===== src/pkg/apf_cfg.svh =====
/*
  Constants of the command frame parser: framing bytes, offsets, command
  names and parameter reset values. Assumes inclusion by bare name.
*/
`ifndef APF_CFG_SVH
`define APF_CFG_SVH
`define APF_START       8'h7e
`define APF_ESC         8'h7d
`define APF_ESC_XOR     8'h20
`define APF_CSUM_GOOD   8'hff
`define APF_TYPE_NOW    8'h08
`define APF_TYPE_QUEUE  8'h09
`define APF_HDR_LEN     16'h0004
`define APF_MAX_VAL     16'h0008
`define APF_CMD_JOIN    16'h4e4a
`define APF_CMD_RATE    16'h4244
`define APF_CMD_APPLY   16'h4143
`define APF_CMD_MODE    16'h4150
`define APF_JOIN_RST    32'h000000ff
`define APF_RATE_RST    32'h00000003
`define APF_MODE_RST    32'h00000001
`define APF_MODE_ESC    32'h00000002
`define APF_ST_OK       8'h00
`define APF_ST_ERROR    8'h01
`define APF_ST_BADCMD   8'h02
`define APF_ST_BADSUM   8'h03
`define APF_ST_BADLEN   8'h04
`endif


===== src/pkg/apf_pkg.sv =====
/*
  Types of the command frame parser.
  Assumes apf_cfg.svh holds the numeric constants.
*/
package apf_pkg;
  typedef enum logic [3:0] {
    APF_HUNT  = 4'h0,
    APF_LENH  = 4'h1,
    APF_LENL  = 4'h2,
    APF_TYPE  = 4'h3,
    APF_ID    = 4'h4,
    APF_CMDH  = 4'h5,
    APF_CMDL  = 4'h6,
    APF_VAL   = 4'h7,
    APF_SUM   = 4'h8,
    APF_EXEC  = 4'h9,
    APF_RESP  = 4'ha,
    APF_SKIP  = 4'hb
  } apf_state_t;
endpackage


===== src/logic/apf_unescape.sv =====
/*
  Removes escape pairs from the received byte stream when escaping is on.
  Assumes bytes arrive synchronous to mclk with a one-cycle valid.
*/
`timescale 1ns/1ps
`include "apf_cfg.svh"
module apf_unescape
  import apf_pkg::*;
(
  // Clock and reset
  input  wire logic       mclk,
  input  wire logic       nrst,
  // Mode
  input  wire logic       esc_en,
  // Raw stream
  input  wire logic       in_valid,
  input  wire logic [7:0] in_byte,
  // Clean stream
  output logic            out_valid,
  output logic [7:0]      out_byte,
  output logic            out_start
);
  logic pending;

  // A start marker restarts framing in every parser state but APF_EXEC and APF_RESP, even after a dangling escape.
  always_ff @(posedge mclk or negedge nrst)
    if (!nrst)
      pending <= 1'b0;
    else if (in_valid)
      pending <= esc_en && in_byte == `APF_ESC && in_byte != `APF_START;

  always_ff @(posedge mclk or negedge nrst)
    if (!nrst)
    begin
      out_valid <= 1'b0;
      out_byte  <= 8'h00;
      out_start <= 1'b0;
    end
    else
    begin
      out_start <= in_valid && in_byte == `APF_START;
      out_valid <= in_valid && in_byte != `APF_START
                   && !(esc_en && in_byte == `APF_ESC);
      out_byte  <= pending ? (in_byte ^ `APF_ESC_XOR) : in_byte;
    end
endmodule


===== src/logic/apf_buf2.sv =====
/*
  Two-entry buffer with valid and ready on both sides.
  Assumes one clock; a push while full is refused through in_ready.
*/
`timescale 1ns/1ps
module apf_buf2
  import apf_pkg::*;
#(
  parameter int WIDTH = 8
)
(
  // Clock and reset
  input  wire logic             mclk,
  input  wire logic             nrst,
  // Fill side
  input  wire logic             in_valid,
  input  wire logic [WIDTH-1:0] in_data,
  output logic                  in_ready,
  // Drain side
  output logic                  out_valid,
  output logic [WIDTH-1:0]      out_data,
  input  wire logic             out_ready
);
  logic [WIDTH-1:0] mem [2];
  logic             wp;
  logic             rp;
  logic [1:0]       cnt;
  logic             push;
  logic             pop;

  assign push      = in_valid && cnt != 2'd2;
  assign pop       = out_ready && cnt != 2'd0;
  assign in_ready  = cnt != 2'd2;
  assign out_valid = cnt != 2'd0;
  assign out_data  = mem[rp];

  always_ff @(posedge mclk or negedge nrst)
    if (!nrst)
    begin
      wp  <= 1'b0;
      rp  <= 1'b0;
      cnt <= 2'd0;
    end
    else
    begin
      wp  <= wp ^ push;
      rp  <= rp ^ pop;
      cnt <= cnt + {1'b0, push} - {1'b0, pop};
    end

  always_ff @(posedge mclk)
    if (push)
      mem[wp] <= in_data;
endmodule


===== src/logic/apf_parser.sv =====
/*
  Command frame parser: frames serial bytes, checks length and checksum,
  executes set, query and queue commands on three parameters, and emits a
  response record (frame id, status, command, value) through a buffer.
  Assumes a byte receiver with a one-cycle valid strobe, and a response
  formatter that drains rsp_* with rsp_ready.
*/
`timescale 1ns/1ps
`include "apf_cfg.svh"
// Operation
// - Drop bytes until start marker seen
// - Two length bytes, high byte first
// - Checksum byte makes body sum 0xff
// - Report bad frame or checksum status
// - Type 0x08 executes then applies pending
// - Frame id echoed; zero means silence
// - Two command characters choose the parameter
// - Value bytes write; none means query
// - Type 0x09 only queues new values
// - Queued-type query answers at once
// - Active setting stays until apply
// - One, two, four byte values equal
// - Multi-byte values arrive high byte first
// - Escapes removed before checksum
module apf_parser
  import apf_pkg::*;
#(
  parameter int VAL_BYTES = 4
)
(
  // Clock and reset
  input  wire logic        mclk,
  input  wire logic        nrst,
  // Received serial bytes
  input  wire logic        rx_valid,
  input  wire logic [7:0]  rx_byte,
  // Response records
  output logic             rsp_valid,
  output logic [7:0]       rsp_frame_id,
  output logic [7:0]       rsp_status,
  output logic [15:0]      rsp_cmd,
  output logic [31:0]      rsp_value,
  input  wire logic        rsp_ready,
  // Active parameters
  output logic [31:0]      join_permit_time_param,
  output logic [31:0]      serial_rate_param,
  output logic [31:0]      api_framing_mode_param,
  // Back-pressure to the byte receiver
  output logic             rx_stall
);
  // ==========================================================
  // Unescaping
  logic        cl_valid;
  logic [7:0]  cl_byte;
  logic        cl_start;

  apf_unescape u_unesc (
    .mclk      (mclk),
    .nrst      (nrst),
    .esc_en    (api_framing_mode_param == `APF_MODE_ESC),
    .in_valid  (rx_valid),
    .in_byte   (rx_byte),
    .out_valid (cl_valid),
    .out_byte  (cl_byte),
    .out_start (cl_start)
  );

  // ==========================================================
  // Frame state
  apf_state_t  state;
  logic [15:0] len;
  logic [15:0] left;
  logic [7:0]  sum;
  logic [7:0]  ftype;
  logic [7:0]  fid;
  logic [15:0] cmd;
  logic [31:0] val;
  logic [3:0]  nval;
  logic [7:0]  status;
  logic        b_ready;

  logic [31:0] pend_join;
  logic [31:0] pend_rate;
  logic [31:0] pend_mode;
  logic [31:0] cur;
  logic        known;

  always_comb
  begin
    known = 1'b1;
    cur   = 32'h0;
    unique case (cmd)
      `APF_CMD_JOIN: cur = join_permit_time_param;
      `APF_CMD_RATE: cur = serial_rate_param;
      `APF_CMD_MODE: cur = api_framing_mode_param;
      `APF_CMD_APPLY: cur = 32'h0;
      default:       known = 1'b0;
    endcase
  end

  // ==========================================================
  // Byte walker
  always_ff @(posedge mclk or negedge nrst)
    if (!nrst)
    begin
      state  <= APF_HUNT;
      len    <= 16'h0;
      left   <= 16'h0;
      sum    <= 8'h0;
      ftype  <= 8'h0;
      fid    <= 8'h0;
      cmd    <= 16'h0;
      val    <= 32'h0;
      nval   <= 4'h0;
      status <= `APF_ST_OK;
    end
    else if (cl_start && state != APF_EXEC && state != APF_RESP)
    begin
      state <= APF_LENH;
      sum   <= 8'h0;
      nval  <= 4'h0;
      val   <= 32'h0;
    end
    else
    begin
      unique case (state)
        APF_HUNT, APF_SKIP:
          state <= state;
        APF_LENH:
          if (cl_valid)
          begin
            len[15:8] <= cl_byte;
            state     <= APF_LENL;
          end
        APF_LENL:
          if (cl_valid)
          begin
            len[7:0] <= cl_byte;
            left     <= {len[15:8], cl_byte};
            state    <= APF_TYPE;
          end
        APF_TYPE, APF_ID, APF_CMDH, APF_CMDL, APF_VAL:
          if (cl_valid)
          begin
            sum  <= sum + cl_byte;
            left <= left - 16'h1;
            unique case (state)
              APF_TYPE: ftype     <= cl_byte;
              APF_ID:   fid       <= cl_byte;
              APF_CMDH: cmd[15:8] <= cl_byte;
              APF_CMDL: cmd[7:0]  <= cl_byte;
              default:
              begin
                val  <= {val[23:0], cl_byte};
                nval <= nval + 4'h1;
              end
            endcase
            if (left == 16'h1)
              state <= APF_SUM;
            else if (state != APF_VAL)
              state <= apf_state_t'(state + 4'h1);
          end
        APF_SUM:
          if (cl_valid)
          begin
            state <= APF_EXEC;
            if (sum + cl_byte != `APF_CSUM_GOOD)
              status <= `APF_ST_BADSUM;
            else if (len < `APF_HDR_LEN || nval > 4'(VAL_BYTES))
              status <= `APF_ST_BADLEN;
            else if (!known)
              status <= `APF_ST_BADCMD;
            else
              status <= `APF_ST_OK;
          end
        APF_EXEC:
          if (status != `APF_ST_OK && status != `APF_ST_BADLEN
              && status != `APF_ST_BADSUM && status != `APF_ST_BADCMD)
            state <= APF_HUNT;
          else if (ftype != `APF_TYPE_NOW && ftype != `APF_TYPE_QUEUE
                   && status != `APF_ST_BADSUM)
            state <= APF_HUNT;
          else
            state <= (fid == 8'h00) ? APF_HUNT : APF_RESP;
        APF_RESP:
          if (b_ready)
            state <= APF_HUNT;
        default:
          state <= APF_HUNT;
      endcase
    end

  // ==========================================================
  // Parameter store: pending copies and active copies
  logic executing;
  logic writing;
  logic applying;

  assign executing = state == APF_EXEC && status == `APF_ST_OK;
  assign writing   = executing && nval != 4'h0 && cmd != `APF_CMD_APPLY;
  assign applying  = executing
                     && (ftype == `APF_TYPE_NOW
                         || ftype == `APF_TYPE_QUEUE && cmd == `APF_CMD_APPLY);

  always_ff @(posedge mclk or negedge nrst)
    if (!nrst)
    begin
      pend_join <= `APF_JOIN_RST;
      pend_rate <= `APF_RATE_RST;
      pend_mode <= `APF_MODE_RST;
    end
    else if (writing && (ftype == `APF_TYPE_NOW
                         || ftype == `APF_TYPE_QUEUE))
    begin
      if (cmd == `APF_CMD_JOIN)
        pend_join <= val;
      if (cmd == `APF_CMD_RATE)
        pend_rate <= val;
      if (cmd == `APF_CMD_MODE)
        pend_mode <= val;
    end

  // The apply uses the value being written in this same frame.
  always_ff @(posedge mclk or negedge nrst)
    if (!nrst)
    begin
      join_permit_time_param <= `APF_JOIN_RST;
      serial_rate_param      <= `APF_RATE_RST;
      api_framing_mode_param <= `APF_MODE_RST;
    end
    else if (applying)
    begin
      join_permit_time_param <= (writing && cmd == `APF_CMD_JOIN)
                                ? val : pend_join;
      serial_rate_param      <= (writing && cmd == `APF_CMD_RATE)
                                ? val : pend_rate;
      api_framing_mode_param <= (writing && cmd == `APF_CMD_MODE)
                                ? val : pend_mode;
    end

  // ==========================================================
  // Response path
  logic [63:0] rec;
  logic        b_valid;
  logic [63:0] b_data;

  // A query returns the active value at once, for either frame type.
  always_ff @(posedge mclk or negedge nrst)
    if (!nrst)
      rec <= 64'h0;
    else if (state == APF_EXEC)
      rec <= {fid, status, cmd, (nval == 4'h0 && status == `APF_ST_OK)
              ? cur : 32'h0};

  apf_buf2 #(.WIDTH(64)) u_buf (
    .mclk      (mclk),
    .nrst      (nrst),
    .in_valid  (state == APF_RESP),
    .in_data   (rec),
    .in_ready  (b_ready),
    .out_valid (b_valid),
    .out_data  (b_data),
    .out_ready (!rsp_valid)
  );

  always_ff @(posedge mclk or negedge nrst)
    if (!nrst)
    begin
      rsp_valid    <= 1'b0;
      rsp_frame_id <= 8'h0;
      rsp_status   <= 8'h0;
      rsp_cmd      <= 16'h0;
      rsp_value    <= 32'h0;
    end
    else if (rsp_valid)
      rsp_valid <= !rsp_ready;
    else if (b_valid)
    begin
      rsp_valid <= 1'b1;
      {rsp_frame_id, rsp_status, rsp_cmd, rsp_value} <= b_data;
    end

  // Stalls the receiver while a frame's outcome is being posted.
  always_ff @(posedge mclk or negedge nrst)
    if (!nrst)
      rx_stall <= 1'b0;
    else
      rx_stall <= state == APF_EXEC || state == APF_RESP || !b_ready;
endmodule


===== config.mk =====
export PLATFORM = sky130hd
export DESIGN_NAME = apf_parser
export DESIGN_NICKNAME = d
export VERILOG_FILES = /design/src/pkg/apf_pkg.sv /design/src/logic/apf_unescape.sv /design/src/logic/apf_buf2.sv /design/src/logic/apf_parser.sv
export VERILOG_INCLUDE_DIRS = /design/src /design/src/pkg
export SDC_FILE = /design/constraint.sdc
export NUM_CORES = 1
export LEC_CHECK = 0
export BUFFER_PORTS_ARGS = -buffer_cell sky130_fd_sc_hd__buf_2
export CAP_MARGIN = 10
export CORE_ASPECT_RATIO = 0.6
export CORE_MARGIN = 10
export CORE_UTILIZATION = 40
export DETAILED_ROUTE_END_ITERATION = 12
export HOLD_SLACK_MARGIN = 0.12
export MAX_ROUTING_LAYER = met4
export PLACE_DENSITY = 0.59
export SLEW_MARGIN = 20
export SYNTH_ARGS = -nofsm -noshare
export SYNTH_HDL_FRONTEND = slang
export SYNTH_SLANG_ARGS = --single-unit

===== constraint.sdc =====
create_clock -name mclk -period 4.33 [get_ports mclk]
set_clock_uncertainty 0.15 [all_clocks]
set_input_delay 0.6495 -clock mclk [delete_from_list [all_inputs] [get_ports mclk]]
set_output_delay 0.6495 -clock mclk [all_outputs]
set_load 0.02 [all_outputs]

==> run metrics, run 1 <==
normalized max-slew margin=10.9%; Tightest Pin Transition=1.34 ns; peak ir drop on the vdd network=0.230 mV; total vias in the final route=15239; ratio of cells with drive above 1 in the final layout=24.2%; Worst Setup End Kind=flop; average footprint of a synthesized cell=12.5 µm²; number of buffers created by CTS=53; status=finished, final reports clean; P_leak=12.3 nW; registers with the most flip-flops=u_buf.mem x118, rec x59; max frequency=0.281 GHz; flops & latches, synth=558; fraction of synthesized cell area taken by the top area cell type=45.6%; worst-case clock buffer depth=3; Worst Setup Slack post-DPL=0.794 ns; Hold Buf Count CTS=9; summed negative setup slack over all endpoints=0 ns; final slew viol count=0; most used flip-flop cell after synthesis=dfrtp_1; class of the most critical setup path=flop to flop; Netlist Area Pre-Place=0.0229 mm²; CTS tree=built; max-cap violations=0; Detailed Routing Iterations Pass 1=9; Reg with most FFs=u_buf.mem; Clock Root Buffer=clkbuf_16; number of stages on the worst hold path=2; initial core utilization=40.8%; All-Layer GR Usage=18.2%; gr ovfl total=0; antenna violations before repair=8; hold crit path type=input pin to flop; cell types occupying the most area after synthesis=dfrtp_1 (46%), edfxtp_1 (15%), mux2_2 (8.3%); routed wire length=61100 µm; Power Density=384 mW/mm²; area of the core=0.0563 mm²; launch point of the worst reg-to-reg path=state[1]$_DFFE_PN0P_; placement row count=67; CTS clock-pin slew for the worst setup and hold paths=0.06 ns; vias in the first global route=15043; placed wire-length estimate=40600 µm; total of endpoints with negative setup slack in the final report=0; die boundary width=329 µm; Final Hold Slack=0.148 ns; Antenna Violating Nets Remaining=0; DRC violation total after the first TritonRoute iteration=1628; H-tree depth=2; post-route setup slack=0.773 ns; count of unique library cells instantiated by Yosys=60; number of flops mapped to enable cells by yosys=118; number of flip-flops under the largest register name=118; Gate Count Post-Synth=1834; Yosys top cell by area=dfrtp_1; critical register-to-register path endpoint=serial_rate_param[9]$_DFFE_PN0P_; cell with the most instances after synthesis=dfrtp_1; Clock Sink Count=558; worst r2r path cells=9; type of element launching the critical path=flop; Nets=2026; number of primary I/O pins=174; residual DRC count=0; start point of the worst hold path=rx_byte[5]; RD Place Congestion=0.844; total die area=0.0676 mm²; asr flop ratio synth=78.9%; via density per instance=5.45; height of the die=205 µm; Worst EP required=4.62 ns; area added between synthesis and finish=15.6%; clock network latency to the later pin of the worst-skew pair=0.60 ns; WL/cell=21.8 µm; setup repair after global routing missed its margin=no; final hold vios=0; Port Buffers=168; Worst Hold End=u_unesc.out_byte[5]$_DFF_PN0_; sequential share of the synthesized area=63.6%; time the final worst path needs with I/O delays and setup=3.56 ns; flop-to-flop setup slack=0.77 ns; pin count of the biggest net entering global routing=105; global-route wire length before repair=93500 µm; crit path max fanout=18; leading post-synthesis cells by instance count=dfrtp_1 (418), nand2_1 (286), o21ai_0 (195), mux2_2 (169), mux2i_1 (159); Resized Gates After CTS=0; WP data arrival=3.85 ns; post-route clock period utilization=82.2%; number of buffers inserted by post-CTS setup repair=0; Yosys warning total=0
[worst max path at each step]
stage / start / end / slack, ns / depth (start not counted)
2_1_floorplan: state[0]$_DFFE_PN0P_ / u_buf.mem[0][0]$_DFFE_PP_ / 1.14 / 6
3_3_place_gp: state[1]$_DFFE_PN0P_ / serial_rate_param[16]$_DFFE_PN0P_ / 0.91 / 9
3_5_place_dp: state[1]$_DFFE_PN0P_ / serial_rate_param[9]$_DFFE_PN0P_ / 0.79 / 9
4_1_cts: state[1]$_DFFE_PN0P_ / serial_rate_param[7]$_DFFE_PN0P_ / 0.78 / 9
5_1_grt: state[1]$_DFFE_PN0P_ / serial_rate_param[9]$_DFFE_PN0P_ / 0.54 / 9
6_report: state[1]$_DFFE_PN0P_ / serial_rate_param[9]$_DFFE_PN0P_ / 0.77 / 9
[final cells by class]
cell class / instances / area (µm²)
fillers: 5094 / 29700
flip-flops and latches: 558 / 14600
multi-input cells: 1146 / 7870
clock buffers: 78 / 1550
repair buffers: 212 / 1270
well taps: 759 / 950
clock inverters: 20 / 193
inverters: 23 / 86.3
diodes: 1 / 2.50
[critical path: stages (launching register included)]
cell and delay (ns):
dfrtp_1 0.42, inv_1 0.11, ha_1 0.34, nand3b_1 0.15
or4_4 0.48, a211oi_1 0.50, nand2_2 0.55, buf_4 0.43
mux2i_1 0.21, o21ai_1 0.08
[stage by stage]
step	power (mW)	instances	area [µm²]	utilization (%)
finish	10.2	2797	26500	47.1
global route	10.5	2797	26500	47.1
CTS	10.3	2791	26400	47.0
detailed placement	5.61	2684	24600	43.8
global placement	5.60	2684	24600	43.8
floorplan	5.49	1838	22900	-
[cell families after synthesis]
group	synth area share, %
AO/OA/AOI/OAI	8.76
XOR/XNOR	0.573
adder cells (fa/ha/maj)	1.12
buffers and inverters	2.38
flip-flops	63.6
multiplexers	15.4
other	0.0164
AND/OR/NAND/NOR	8.12
[layout by cell type, fill, tap and decap left out, types with 5 or more instances in the layout]
cell type | Yosys | routed
nor2_1 | 41 | 40
clkinv_2 | 0 | 9
xor2_1 | 5 | 5
nor4b_1 | 8 | 8
dlygate4sd3_1 | 0 | 9
buf_4 | 5 | 26
ha_1 | 19 | 17
nand3_1 | 22 | 22
nor3_1 | 16 | 16
conb_1 | 1 | 5
nand2_1 | 286 | 283
o21ai_0 | 195 | 194
o21ai_1 | 18 | 17
a21oi_1 | 66 | 66
xnor2_1 | 10 | 10
buf_2 | 20 | 167
clkbuf_16 | 0 | 53
mux2i_1 | 159 | 159
nand4_1 | 6 | 6
clkbuf_8 | 0 | 13
inv_1 | 23 | 23
clkbuf_1 | 84 | 12
dfrtp_1 | 418 | 417
a222oi_1 | 32 | 32
edfxtp_1 | 118 | 118
mux2_2 | 169 | 169
o22ai_1 | 5 | 5
dfstp_2 | 22 | 22
nor4_1 | 15 | 15
nand2b_1 | 5 | 5
[layer usage]
| layer | wire (µm) | GRT usage, % |
|---|---|---|
| met5 | 0 | - |
| met4 | 1060 | 3.85 |
| met3 | 5220 | 4.99 |
| met2 | 25400 | 24.8 |
| met1 | 29400 | 26.6 |
[power breakdown]
group,total [mW],leakage [nW],internal [mW],switching (mW)
logic,0.130,4.54,0.0271,0.102
clock network,4.67,0.855,2.66,2.01
registers,5.38,6.86,5.35,0.0234
No activity file was read; power rests on OpenSTA's default activity.
==> inputs of run 2 (changes only) <==
--- a/config.mk
+++ b/config.mk
@@ -6,6 +6,7 @@
 export SDC_FILE = /design/constraint.sdc
 export NUM_CORES = 1
 export LEC_CHECK = 0
+export ABC_AREA = 1
 export BUFFER_PORTS_ARGS = -buffer_cell sky130_fd_sc_hd__buf_2
 export CAP_MARGIN = 10
 export CORE_ASPECT_RATIO = 0.6
==> constraint.sdc (replaced) <==
create_clock -name mclk -period 3.55 [get_ports mclk]
set_clock_uncertainty 0.15 [all_clocks]
set_input_delay 0.5325 -clock mclk [delete_from_list [all_inputs] [get_ports mclk]]
set_output_delay 0.5325 -clock mclk [all_outputs]
set_load 0.02 [all_outputs]
==> run metrics, run 2 <==
total die area=0.0725 mm² (was 0.0676 mm²); launch point of the worst reg-to-reg path=state[1]$_DFFE_PN0P_ (unchanged); routed wire length=73700 µm (was 61100 µm); final standard cell count with taps included and fillers excluded=3849 (was 2797); sequential cell area=0.0146 mm² (about the same); fraction of synthesized cell area taken by the top area cell type=42.3% (was 45.6%); Port Buffers=168 (unchanged); All-Layer GR Usage=20.4% (was 18.2%); height of the die=213 µm (was 205 µm); cell with the most instances after synthesis=nand2_1 (was dfrtp_1); count of unique library cells instantiated by Yosys=43 (was 60); residual DRC count=0 (unchanged); global-route wire length before repair=114000 µm (was 93500 µm); WP data arrival=3.53 ns (was 3.85 ns); gr ovfl total=0 (unchanged); normalized max-slew margin=18.7% (was 10.9%); Reg with most FFs=u_buf.mem (unchanged); number of flip-flops under the largest register name=118 (unchanged); Clock Sink Count=558 (unchanged); status=finished, final reports clean (unchanged); clock network latency to the later pin of the worst-skew pair=0.62 ns (was 0.60 ns); sequential share of the synthesized area=59.0% (was 63.6%); total vias in the final route=19929 (was 15239); time the final worst path needs with I/O delays and setup=3.21 ns (was 3.56 ns); crit path max fanout=64 (was 18); pin count of the biggest net entering global routing=121 (was 105); Tightest Pin Transition=1.22 ns (was 1.34 ns); CTS clock-pin slew for the worst setup and hold paths=0.07 ns (was 0.06 ns); hold crit path type=input pin to asynchronous set/reset pin (was input pin to flop); via density per instance=5.18 (was 5.45); max frequency=0.312 GHz (was 0.281 GHz); asr flop ratio synth=78.9% (unchanged); power after layout=12.9 mW (was 10.2 mW); area occupied by multi-input gates=0.00863 mm² (was 0.00787 mm²); Netlist Area Pre-Place=0.0247 mm² (was 0.0229 mm²); Critical path origin=state[1]$_DFFE_PN0P_ (unchanged); final hold vios=0 (unchanged); area added between synthesis and finish=15.1% (was 15.6%); most frequent cells in the layout=nand2_1 (1091), dfrtp_1 (417), o21ai_0 (268) (was dfrtp_1 (417), nand2_1 (283), o21ai_0 (194)); number of buffers inserted by post-CTS setup repair=0 (unchanged); antenna violations before repair=1 (was 8); Worst Setup End Kind=flop (unchanged); WL/cell=19.1 µm (was 21.8 µm); vias in the first global route=18788 (was 15043); Gate Count Post-Synth=2850 (was 1834); Yosys warning total=0 (unchanged); RD Place Congestion=0.887 (was 0.844); class of the most critical setup path=flop to flop (unchanged); number of buffers created by CTS=54 (was 53); flop-to-flop setup slack=0.34 ns (was 0.77 ns); most frequent standard cell in the layout excluding fill and tap cells=nand2_1 (was dfrtp_1); worst r2r path cells=11 (was 9); area of all placed cells without fillers=0.0285 mm² (was 0.0265 mm²); area of the core=0.0610 mm² (was 0.0563 mm²); ratio of cells with drive above 1 in the final layout=11.7% (was 24.2%); Yosys top cell by area=dfrtp_1 (unchanged); placed wire-length estimate=49300 µm (was 40600 µm); final slew viol count=0 (unchanged); Power Density=455 mW/mm² (was 384 mW/mm²); Nets=3008 (was 2026); Worst EP required=3.87 ns (was 4.62 ns); P_leak=14.3 nW (was 12.3 nW); number of fill cells in the layout=5808 (was 5094); setup repair after global routing missed its margin=no (unchanged); leading post-synthesis cells by instance count=nand2_1 (1091), dfrtp_1 (418), o21ai_0 (269), nand3_1 (228), inv_1 (226) (was dfrtp_1 (418), nand2_1 (286), o21ai_0 (195), mux2_2 (169), mux2i_1 (159)); worst-case clock buffer depth=3 (unchanged); total of endpoints with negative setup slack in the final report=0 (unchanged); flops & latches, synth=558 (unchanged); post-route clock period utilization=90.3% (was 82.2%); summed negative setup slack over all endpoints=0 ns (unchanged); average footprint of a synthesized cell=8.67 µm² (was 12.5 µm²); number of flops mapped to enable cells by yosys=118 (unchanged); H-tree depth=2 (unchanged); Detailed Routing Iterations Pass 1=6 (was 9); fraction of the core area covered by cells at the end of the flow=46.6% (was 47.1%); CTS tree=built (unchanged); post-place instance area=0.0264 mm² (was 0.0246 mm²); critical register-to-register path endpoint=pend_rate[9]$_DFFE_PN0P_ (was serial_rate_param[9]$_DFFE_PN0P_); max-cap violations=0 (unchanged); peak ir drop on the vdd network=0.350 mV (was 0.230 mV); number of primary I/O pins=174 (unchanged); DRC violation total after the first TritonRoute iteration=2144 (was 1628); placed cell count=3736 (was 2684); initial core utilization=40.5% (was 40.8%); end of the critical path=pend_rate[9]$_DFFE_PN0P_ (was serial_rate_param[9]$_DFFE_PN0P_); die boundary width=341 µm (was 329 µm); type of element launching the critical path=flop (unchanged); most used flip-flop cell after synthesis=dfrtp_1 (unchanged); Antenna Violating Nets Remaining=0 (unchanged); placement row count=70 (was 67); cell types occupying the most area after synthesis=dfrtp_1 (42%), nand2_1 (17%), edfxtp_1 (14%) (was dfrtp_1 (46%), edfxtp_1 (15%), mux2_2 (8.3%)); Clock Root Buffer=clkbuf_16 (unchanged); registers with the most flip-flops=u_buf.mem x118, rec x59 (unchanged)
==> run 2: repair_timing <==
| action | in CTS | in global routing |
|---|---|---|
| gates resized for setup | 0 | 0 |
| setup endpoints to repair | 0 | 16 |
| endpoints found under the hold margin | 64 | 0 |
| hold buffers | 11 | 0 |
==> run 2: how the worst min path moves through the flow <==
| stage | end | slack [ns] |
|---|---|---|
| 5_1_grt | u_buf.mem[1][34]$_DFFE_PP_ | 0.33 |
| 4_1_cts | pend_mode[0]$_DFFE_PN1P_ | 0.32 |
| 3_5_place_dp | u_buf.mem[1][58]$_DFFE_PP_ | 0.31 |
| 6_report | rsp_frame_id[1]$_DFFE_PN0P_ | 0.32 |
| 2_1_floorplan | api_framing_mode_param[10]$_DFFE_PN0P_ | 0.09 |
| 3_3_place_gp | u_buf.mem[0][8]$_DFFE_PP_ | 0.30 |
==> run 2: layout make-up <==
type,count,area share (%)
Timing Repair Buffer,220,5.07
Inverter,232,3.07
Clock inverter,22,1.31
Antenna cell,1,0.00879
Multi-Input combinational cell,1910,30.3
Clock buffer,78,5.35
Tap cell,828,3.64
Sequential cell,558,51.2
==> run 2: worst max-delay path, stage by stage, from the launching register on <==
cell     delay [ns]
dfrtp_1        0.43
inv_1          0.11
ha_1           0.28
nand2_2        0.12
nor2_2         0.13
inv_2          0.09
nor2_8         0.09
nand2_2        0.15
nor2_4         0.59
nand2_4        0.55
nand2_1        0.20
o21ai_1        0.08
==> run 2: metrics by stage <==
stage | setup slack (ns) | hold WS (ns)
after floorplan | 0.505 | 0.0869
after global placement | 0.305 | 0.301
after detailed placement | 0.225 | 0.309
after CTS | 0.194 | 0.325
after global routing | 0.163 | 0.334
final | 0.345 | 0.319
==> run 2: logic make-up (layout without fill, tap and decap cells) <==
| group | Yosys count | after routing | share of synthesized area, % |
|---|---|---|---|
| buf+inv | 387 | 552 | 6.41 |
| fa+ha+maj | 20 | 20 | 1.04 |
| simple gates | 1532 | 1533 | 25.9 |
| compound gates | 332 | 332 | 6.92 |
| flops | 558 | 558 | 59.0 |
| other cells | 1 | 6 | 0.0152 |
| xor+xnor | 20 | 20 | 0.709 |
==> run 2: routing by layer <==
metal	track usage (%)	up-vias	share of wire, %
li1	-	9420	-
met1	30.5	9688	49
met2	27.6	723	40
met3	4.46	98	8.6
met4	5.15	0	2.4
met5	-	-	0
==> run 2: where the power goes <==
part | leakage, nW | total, mW | switching [mW] | internal [mW]
registers | 6.86 | 6.54 | 0.00776 | 6.53
clock network | 0.920 | 6.21 | 2.57 | 3.64
logic | 6.47 | 0.202 | 0.160 | 0.0421
